**src/pcr_pkg.sv**
```systemverilog
`default_nettype none
package pcr_pkg;
   // register byte addresses
   localparam logic [7:0] ADDR_CONV_CTRL = 8'h2C;
   localparam logic [7:0] ADDR_SUPPLY_STAT = 8'h30;
   localparam logic [7:0] ADDR_CORE_LEVEL = 8'h34;
   localparam logic [7:0] ADDR_PLL_LEVEL = 8'h40;
   localparam logic [7:0] ADDR_IRQ_MASK = 8'h44;
   // converter control fields
   localparam int PG_LSB = 24;
   localparam int ERRCLR_BIT = 16;
   localparam int AUX_ILIM_LSB = 13;
   localparam int AUX_CLK_LSB = 8;
   localparam int CORE_ILIM_LSB = 5;
   localparam int CORE_CLK_LSB = 0;
   localparam logic [1:0] PG_RST = 2'h2;
   localparam logic [1:0] AUX_ILIM_RST = 2'h0;
   localparam logic [1:0] AUX_CLK_RST = 2'h1;
   localparam logic [1:0] CORE_ILIM_RST = 2'h0;
   localparam logic [1:0] CORE_CLK_RST = 2'h1;
   localparam logic ERRCLR_RST = 1'h0;
   // status fields
   localparam int OSC_OK_BIT = 24;
   localparam int PLL_GOOD_BIT = 19;
   localparam int CORE_GOOD_BIT = 16;
   localparam int AUX_ILIM_ACT_BIT = 9;
   localparam int CORE_ILIM_ACT_BIT = 8;
   localparam int AUX_SS_BIT = 1;
   localparam int CORE_SS_BIT = 0;
   localparam logic [31:0] STAT_USED_MASK = 32'h01090303;
   // level fields
   localparam int CORE_LVL_W = 7;
   localparam int PLL_LVL_W = 3;
   localparam logic [6:0] CORE_LVL_MAX = 7'h46;
   localparam logic [31:0] ZERO_WORD = 32'h00000000;
endpackage
`default_nettype wire

```
**src/pcr_regs.sv**
```systemverilog
`default_nettype none
module pcr_regs
   import pcr_pkg::*;
(
   input wire logic sys_clk, // system clock 200 MHz
   input wire logic rstn, // async reset, active low
   input wire logic [7:0] addr, // byte address
   input wire logic [31:0] wdata, // write data
   input wire logic wr_stb, // write strobe
   input wire logic rd_stb, // read strobe
   output logic [31:0] rdata, // read data, cycle after strobe
   input wire logic [6:0] strap_core_lvl, // strap-derived core level
   input wire logic [2:0] strap_pll_lvl, // strap-derived pll level
   input wire logic osc_stable, // analog: oscillator stable
   input wire logic pll_good, // analog: pll rail good
   input wire logic core_good, // analog: core rail good
   input wire logic aux_ilim_act, // analog: aux buck limiting
   input wire logic core_ilim_act, // analog: core buck limiting
   input wire logic aux_softstart, // analog: aux buck soft start
   input wire logic core_softstart, // analog: core buck soft start
   output logic [1:0] pg_level, // power-good threshold code
   output logic buck_err_clr, // error-flag clear to both bucks
   output logic [1:0] aux_ilim, // aux buck current limit code
   output logic [1:0] aux_clk_sel, // aux buck clock code
   output logic [1:0] core_ilim, // core buck current limit code
   output logic [1:0] core_clk_sel, // core buck clock code
   output logic [6:0] core_lvl, // core rail level code
   output logic [2:0] pll_lvl, // pll rail level code
   output logic irq // level interrupt
);
   typedef struct packed {
      logic [1:0] pg;
      logic errclr;
      logic [1:0] aux_ilim;
      logic [1:0] aux_clk;
      logic [1:0] core_ilim;
      logic [1:0] core_clk;
      logic [6:0] core_lvl;
      logic [2:0] pll_lvl;
      logic strap_done;
      logic [6:0] sync1;
      logic [6:0] sync2;
      logic [6:0] sync3;
      logic [31:0] irq_stat;
      logic [31:0] irq_mask;
      logic irq;
      logic [31:0] rdata;
   } pcr_state_type;

   pcr_state_type st_r, st_nxt;
   logic [31:0] live_stat;
   logic [31:0] ctrl_word;

   // place the live status inputs at their bit positions
   function automatic logic [31:0] pack_stat(input logic [6:0] s);
      logic [31:0] w;
      w = ZERO_WORD;
      w[OSC_OK_BIT] = s[6];
      w[PLL_GOOD_BIT] = s[5];
      w[CORE_GOOD_BIT] = s[4];
      w[AUX_ILIM_ACT_BIT] = s[3];
      w[CORE_ILIM_ACT_BIT] = s[2];
      w[AUX_SS_BIT] = s[1];
      w[CORE_SS_BIT] = s[0];
      return w;
   endfunction

   // status and control views for reads
   always_comb
   begin
      live_stat = pack_stat(st_r.sync2);
      ctrl_word = ZERO_WORD;
      ctrl_word[PG_LSB +: 2] = st_r.pg;
      ctrl_word[ERRCLR_BIT] = st_r.errclr;
      ctrl_word[AUX_ILIM_LSB +: 2] = st_r.aux_ilim;
      ctrl_word[AUX_CLK_LSB +: 2] = st_r.aux_clk;
      ctrl_word[CORE_ILIM_LSB +: 2] = st_r.core_ilim;
      ctrl_word[CORE_CLK_LSB +: 2] = st_r.core_clk;
   end

   // next-state logic
   always_comb
   begin
      st_nxt = st_r;
      st_nxt.sync1 = {osc_stable, pll_good, core_good, aux_ilim_act, core_ilim_act,
                      aux_softstart, core_softstart};
      st_nxt.sync2 = st_r.sync1;
      st_nxt.sync3 = st_r.sync2;
      // straps are caught once, first clock after reset release
      if (!st_r.strap_done)
      begin
         st_nxt.core_lvl = strap_core_lvl;
         st_nxt.pll_lvl = strap_pll_lvl;
         st_nxt.strap_done = 1'b1;
      end
      // register writes; status register ignores writes
      if (wr_stb)
      begin
         case (addr)
            ADDR_CONV_CTRL:
            begin
               st_nxt.pg = wdata[PG_LSB +: 2];
               st_nxt.errclr = wdata[ERRCLR_BIT];
               st_nxt.aux_ilim = wdata[AUX_ILIM_LSB +: 2];
               st_nxt.aux_clk = wdata[AUX_CLK_LSB +: 2];
               st_nxt.core_ilim = wdata[CORE_ILIM_LSB +: 2];
               st_nxt.core_clk = wdata[CORE_CLK_LSB +: 2];
            end
            ADDR_CORE_LEVEL: st_nxt.core_lvl = wdata[CORE_LVL_W-1:0];
            ADDR_PLL_LEVEL: st_nxt.pll_lvl = wdata[PLL_LVL_W-1:0];
            ADDR_IRQ_MASK: st_nxt.irq_mask = wdata & STAT_USED_MASK;
            default: st_nxt.irq_mask = st_r.irq_mask;
         endcase
      end
      // read data, one cycle after the strobe
      st_nxt.rdata = ZERO_WORD;
      if (rd_stb)
      begin
         case (addr)
            ADDR_CONV_CTRL: st_nxt.rdata = ctrl_word;
            ADDR_SUPPLY_STAT: st_nxt.rdata = live_stat;
            ADDR_CORE_LEVEL: st_nxt.rdata = {25'h0000000, st_r.core_lvl};
            ADDR_PLL_LEVEL: st_nxt.rdata = {29'h00000000, st_r.pll_lvl};
            ADDR_IRQ_MASK: st_nxt.rdata = st_r.irq_stat;
            default: st_nxt.rdata = ZERO_WORD;
         endcase
      end
      // sticky event bits: any change of a status input; read clears, set wins
      if (rd_stb && addr == ADDR_IRQ_MASK)
         st_nxt.irq_stat = ZERO_WORD;
      st_nxt.irq_stat = st_nxt.irq_stat | (pack_stat(st_r.sync2 ^ st_r.sync3));
      st_nxt.irq = |(st_nxt.irq_stat & st_nxt.irq_mask);
   end

   // state register
   always_ff @(posedge sys_clk or negedge rstn)
   begin
      if (!rstn)
      begin
         st_r <= '0;
         st_r.pg <= PG_RST;
         st_r.errclr <= ERRCLR_RST;
         st_r.aux_ilim <= AUX_ILIM_RST;
         st_r.aux_clk <= AUX_CLK_RST;
         st_r.core_ilim <= CORE_ILIM_RST;
         st_r.core_clk <= CORE_CLK_RST;
      end
      else
         st_r <= st_nxt;
   end

   // outputs straight from flip-flops
   assign pg_level = st_r.pg;
   assign buck_err_clr = st_r.errclr;
   assign aux_ilim = st_r.aux_ilim;
   assign aux_clk_sel = st_r.aux_clk;
   assign core_ilim = st_r.core_ilim;
   assign core_clk_sel = st_r.core_clk;
   assign core_lvl = st_r.core_lvl;
   assign pll_lvl = st_r.pll_lvl;
   assign irq = st_r.irq;
   assign rdata = st_r.rdata;

   // control write lands next cycle
   chk_ctrl_write: assert property (@(posedge sys_clk) disable iff (!rstn)
      wr_stb && addr == ADDR_CONV_CTRL |=> pg_level == $past(wdata[25:24]))
      else $error("power-good code not written");
   chk_errclr_hold: assert property (@(posedge sys_clk) disable iff (!rstn)
      !(wr_stb && addr == ADDR_CONV_CTRL) |=> buck_err_clr == $past(buck_err_clr))
      else $error("error clear changed without write");
   chk_aux_fields: assert property (@(posedge sys_clk) disable iff (!rstn)
      wr_stb && addr == ADDR_CONV_CTRL |=> aux_ilim == $past(wdata[14:13])
      && aux_clk_sel == $past(wdata[9:8]))
      else $error("aux fields wrong");
   chk_core_fields: assert property (@(posedge sys_clk) disable iff (!rstn)
      wr_stb && addr == ADDR_CONV_CTRL |=> core_ilim == $past(wdata[6:5])
      && core_clk_sel == $past(wdata[1:0]))
      else $error("core fields wrong");
   chk_osc_status: assert property (@(posedge sys_clk) disable iff (!rstn)
      rd_stb && addr == ADDR_SUPPLY_STAT |=> rdata[24] == $past(osc_stable, 3))
      else $error("oscillator status wrong");
   chk_rail_status: assert property (@(posedge sys_clk) disable iff (!rstn)
      rd_stb && addr == ADDR_SUPPLY_STAT |=> rdata[19] == $past(pll_good, 3)
      && rdata[16] == $past(core_good, 3))
      else $error("rail status wrong");
   chk_limit_ss: assert property (@(posedge sys_clk) disable iff (!rstn)
      rd_stb && addr == ADDR_SUPPLY_STAT |=> rdata[9:8] == {$past(aux_ilim_act, 3),
      $past(core_ilim_act, 3)} && rdata[1:0] == {$past(aux_softstart, 3),
      $past(core_softstart, 3)})
      else $error("converter status wrong");
   chk_core_level: assert property (@(posedge sys_clk) disable iff (!rstn)
      wr_stb && addr == ADDR_CORE_LEVEL |=> core_lvl == $past(wdata[6:0]))
      else $error("core level not written");
   chk_pll_level: assert property (@(posedge sys_clk) disable iff (!rstn)
      wr_stb && addr == ADDR_PLL_LEVEL |=> pll_lvl == $past(wdata[2:0]))
      else $error("pll level not written");
   chk_strap_load: assert property (@(posedge sys_clk) disable iff (!rstn)
      !st_r.strap_done |=> core_lvl == $past(strap_core_lvl)
      && pll_lvl == $past(strap_pll_lvl))
      else $error("strap level not loaded");
   chk_reserved_zero: assert property (@(posedge sys_clk) disable iff (!rstn)
      rd_stb && addr == ADDR_CORE_LEVEL |=> rdata[31:7] == 25'h0000000)
      else $error("reserved bits not zero");

   // read data return to zero outside the answer cycle
   chk_rdata_idle: assert property (@(posedge sys_clk) disable iff (!rstn)
      !rd_stb |=> rdata == ZERO_WORD)
      else $error("read data not idle");

   // reserved status positions stay clear
   chk_stat_reserved: assert property (@(posedge sys_clk) disable iff (!rstn)
      rd_stb && addr == ADDR_SUPPLY_STAT |=> (rdata & ~STAT_USED_MASK) == ZERO_WORD)
      else $error("status reserved bits set");

   // reserved control positions stay clear
   chk_ctrl_reserved: assert property (@(posedge sys_clk) disable iff (!rstn)
      rd_stb && addr == ADDR_CONV_CTRL |=> (rdata & 32'hFCFE9C9C) == ZERO_WORD)
      else $error("control reserved bits set");

   // reserved pll level positions stay clear
   chk_pll_reserved: assert property (@(posedge sys_clk) disable iff (!rstn)
      rd_stb && addr == ADDR_PLL_LEVEL |=> rdata[31:3] == 29'h00000000)
      else $error("pll reserved bits set");

   // control fields hold between writes
   chk_ctrl_stable: assert property (@(posedge sys_clk) disable iff (!rstn)
      !(wr_stb && addr == ADDR_CONV_CTRL) |=> $stable(pg_level) && $stable(aux_ilim)
      && $stable(aux_clk_sel) && $stable(core_ilim) && $stable(core_clk_sel))
      else $error("control field moved without write");

   // core level holds between writes once straps are in
   chk_core_stable: assert property (@(posedge sys_clk) disable iff (!rstn)
      st_r.strap_done && !(wr_stb && addr == ADDR_CORE_LEVEL) |=> $stable(core_lvl))
      else $error("core level moved without write");

   // pll level holds between writes once straps are in
   chk_pll_stable: assert property (@(posedge sys_clk) disable iff (!rstn)
      st_r.strap_done && !(wr_stb && addr == ADDR_PLL_LEVEL) |=> $stable(pll_lvl))
      else $error("pll level moved without write");
endmodule
`default_nettype wire

```
**config.mk**
```make
export PLATFORM = sky130hd
export DESIGN_NAME = pcr_regs
export DESIGN_NICKNAME = d
export VERILOG_FILES = /design/src/pcr_pkg.sv /design/src/pcr_regs.sv
export SDC_FILE = /design/constraint.sdc
export NUM_CORES = 1
export LEC_CHECK = 0
export BUFFER_PORTS_ARGS = -buffer_cell sky130_fd_sc_hd__buf_2
export CAP_MARGIN = 40
export CELL_PAD_IN_SITES_DETAIL_PLACEMENT = 0
export CELL_PAD_IN_SITES_GLOBAL_PLACEMENT = 1
export CORE_MARGIN = 1.5
export CORE_UTILIZATION = 49
export CTS_BUF_LIST = sky130_fd_sc_hd__clkbuf_8
export CTS_CLUSTER_SIZE = 28
export DETAILED_ROUTE_END_ITERATION = 12
export GPL_TIMING_DRIVEN = 0
export HOLD_SLACK_MARGIN = 0.06
export PLACE_DENSITY = 0.89
export RECOVER_POWER = 50
export SYNTH_ARGS = -nofsm -noshare
export SYNTH_HDL_FRONTEND = slang
export SYNTH_SLANG_ARGS = --single-unit
```
**constraint.sdc**
```tcl
create_clock -name sys_clk -period 2.1 [get_ports sys_clk]
set_input_delay 0 -clock sys_clk [delete_from_list [all_inputs] [get_ports sys_clk]]
set_output_delay 0 -clock sys_clk [all_outputs]
set_load 0.02 [all_outputs]
```
==> results.yml <==
status:
  status: "completed"
final_layout:
  drive_gt1_share_pct: 34.98
  fin_nets: 659
  syn_to_final_growth_pct: 27.87
  final_util_pct: 65.13
  final_cell_mix: "dfrtp_1, buf_2, buf_4, and2_1, dlygate4sd3_1"
  antenna_cells: 0
  final_area_sq_mm: 0.007153
  final_common_cell: "dfrtp_1"
setup_path:
  crit_arrival_ns: 2.27
  start_kind: "flip-flop"
  cpMaxStageDelayCell: "buf_1"
  path_cells: "buf_1 > mux2i_1 > a21oi_1 > dlygate4sd3_1"
  end_kind: "flip-flop"
  path_class: "reg -> reg"
  crit_required_ns: 2.42
  r2r-start: "st_r[118]$_DFF_PN0_"
  critPathMaxStageDelay_ns: 0.57
  r2r_setup_slack_ns: 0.15
  rr_endpoint: "pll_lvl[2]$_DFF_PN0_"
  critPathTopFamily: "buffers and inverters"
  crit_fanout: 10
  rr_worst_depth: 4
  critPathBufInv: 2
global_routing:
  grt_usage_pct: 22.70
  grt_pass1_wl_mm: 20.09
  grt_overflow_total: 0
  antenna_found_initial: 0
  grt_max_degree: 96
  grt_pass1_vias: 3997
placement:
  gp_congestion: 0.7842
  place_hpwl_mm: 8.011
  pre_cts_ws_ns: -0.06753
  postPlaceCellArea_sq_mm: 0.006289
  port_buffers: 96
power:
  p_clk_share_pct: 42.4
  power_mw: 5.578
  ir_worst_vdd_mv: 0.4418
  p_int_mw: 4.355
  pwr_density_cell_mw_per_mm2: 779.8
  p_sw_share_pct: 21.92
  power_frac_seq_pct: 50.3
  p_comb_share_pct: 7.4
  netSwitchingPower_mw: 1.223
  p_leak_nw: 3.701
timing:
  finalSetupViolCount: 0
  relSlewSlack_pct: 16.46
  setup_tns_ns: 0
  post-route-period-util_pct: 92.80
  fmax_ghz: 0.5131
  worst_slew_pin_slew_ns: 1.253
  post-route-min-period_ns: 1.949
  rsz0062_at_grt: "no"
  finalHoldViolCount: 0
  drv_slew: 0
  layout_setup_ws_ns: 0.1512
  fin_skew_ns: 0.008256
drt:
  drt-pass1-iter-count: 5
  drc: 0
  drt_iter0_markers: 167
  vias_per_cell: 5.212
  vias: 3904
  final_antenna_net_count: 0
  wl_per_cell_um: 16.33
  drt_wl_total_mm: 12.23
clock_network:
  numCtsBuffers: 17
  root_buffer: "clkbuf_8"
  cts_htree_levels: 4
  clk_latency_ns: 0.44
  clock_sinks: 140
  cts.clk_slew.worst_paths_ns: 0.07
  clockBufferDepth: 2
  cts_tree: "yes"
logic_synthesis:
  synth.distinct_cells: 42
  syn_area_per_cell_sq_um: 12.89
  synth_ff_type: "dfrtp_1"
  seq_area_frac_synth_pct: 62.69
  synth_edf_count: 0
  synthCells: 434
  netlist_area_sq_mm: 0.005594
  synth_nets: 495
  synthArstFlopShare_pct: 100.0
  ys_warn_count: 0
  synth-seq-cells: 140
floorplanning:
  die_y_um: 109.9
  die_width_um: 109.9
  fp.coreArea_sq_mm: 0.01098
  dieArea_sq_mm: 0.01207
  rows: 38
  ios: 115
  start_util_pct: 50.93
min_path:
  hold_depth: 4
  hold_end: "rdata[13]$_DFF_PN0_"
  min_path_type: "in -> reg"
  min-delay-start: "addr[4]"
run:
  cap_violations: 0
==> sequential cells by signal (all words and copies together) (netlist names) <==
register / flops
aux_clk_sel: 2
aux_ilim: 2
buck_err_clr: 1
core_clk_sel: 2
core_ilim: 2
core_lvl: 7
irq: 1
live_stat: 7
pg_level: 2
pll_lvl: 3
rdata: 32
st_nxt: 7
st_r: 72
==> power groups by stage <==
| stage | Sequential, mW | Clock [mW] | Combinational (mW) |
|---|---|---|---|
| floorplan | 2.85 | 0 | 0.176 |
| global placement | 2.85 | 0 | 0.338 |
| detailed placement | 2.86 | 0 | 0.354 |
| CTS | 2.80 | 2.40 | 0.423 |
| global route | 2.81 | 2.52 | 0.450 |
| finish | 2.80 | 2.36 | 0.410 |
==> through the flow <==
step                      hold slack, ns  std cells
after floorplan                  -0.2956        434
after global placement            0.1087        670
after detailed placement        -0.04933        672
after CTS                        0.06496        746
after global routing              0.1075        749
final                            0.07068        749
==> cells by family (layout without fill, tap and decap cells) <==
group | after synthesis | in the layout | synth area share [%]
AO/OA/AOI/OAI | 63 | 63 | 9.148
XOR/XNOR | 7 | 7 | 1.096
buffers and inverters | 75 | 250 | 8.588
flip-flops | 140 | 140 | 62.69
multiplexers | 25 | 25 | 4.809
other | 1 | 1 | 0.06703
AND/OR/NAND/NOR | 123 | 123 | 13.60
==> worst reg2reg max path, delay by kind of cell, from the launching register on <==
kind	cells	cell delay, ns
buffers and inverters	2	1.12
muxes	1	0.30
AOI/OAI and AO/OA	1	0.09
DFF	1	0.33
==> worst max-delay path by stage <==
| stage | from | to | slack [ns] | cells after the start |
|---|---|---|---|---|
| after floorplan | addr[5] | irq$_DFF_PN0_ | 0.51 | 5 |
| after global placement | rstn | st_nxt[108]$_DFF_PN0_ | -0.77 | 1 |
| after detailed placement | addr[4] | irq$_DFF_PN0_ | -0.07 | 7 |
| after CTS | addr[3] | core_lvl[4]$_DFF_PN0_ | 0.06 | 9 |
| after global routing | st_r[118]$_DFF_PN0_ | core_lvl[3]$_DFF_PN0_ | 0.05 | 4 |
| final | st_r[118]$_DFF_PN0_ | pll_lvl[2]$_DFF_PN0_ | 0.15 | 4 |
==> cell type report <==
class                           instances  area, sq um
Multi-Input combinational cell        219         1612
Timing Repair Buffer                  145        943.4
Fill cell                             838         3830
Inverter                                4        15.01
Sequential cell                       140         3507
Tap cell                              140        175.2
Clock inverter                          9        145.1
Buffer                                 71        466.7
Clock buffer                           21        289.0
==> timing repair <==
item,in CTS,in global routing
resized for setup,0,3
endpoints found under the hold margin,175,0
hold buffers,44,0
endpoints found under the setup margin,0,3
setup buffers,0,3
==> routing by layer <==
metal / GRT usage [%] / wire length, um / up-vias
li1: - / - / 1777
met1: 28.75 / 5228 / 1979
met2: 36.78 / 6120 / 127
met3: 5.809 / 604 / 21
met4: 10.20 / 278 / 0
met5: 0 / 0 / -
==> Yosys cell counts (all sizes together) (2+ instances only) <==
| library cell | number | share of area (%) |
|---|---|---|
| dfrtp | 137 | 61 |
| buf | 56 | 7.3 |
| and2 | 52 | 5.8 |
| and3 | 19 | 2.2 |
| a21oi | 16 | 1.4 |
| a22oi | 16 | 2.1 |
| nor2 | 16 | 1.1 |
| clkbuf | 15 | 1.0 |
| mux2 | 15 | 3.0 |
| mux2i | 10 | 1.8 |
| nand2 | 9 | 0.60 |
| xor2 | 7 | 1.1 |
| a222oi | 6 | 1.1 |
| nand4 | 6 | 0.67 |
| nor2b | 6 | 0.67 |
| a21o | 4 | 0.54 |
| a221oi | 4 | 0.63 |
| a22o | 4 | 0.63 |
| inv | 4 | 0.27 |
| a31oi | 3 | 0.34 |
| dfstp | 3 | 1.4 |
| nand3 | 3 | 0.27 |
| o2bb2a | 3 | 0.89 |
| o31ai | 3 | 0.74 |
| or2 | 3 | 0.34 |
| nor4 | 2 | 0.22 |
| nor4b | 2 | 0.85 |
| o21ai | 2 | 0.18 |
| or4b | 2 | 0.42 |
(Power assumes the default switching activity.)
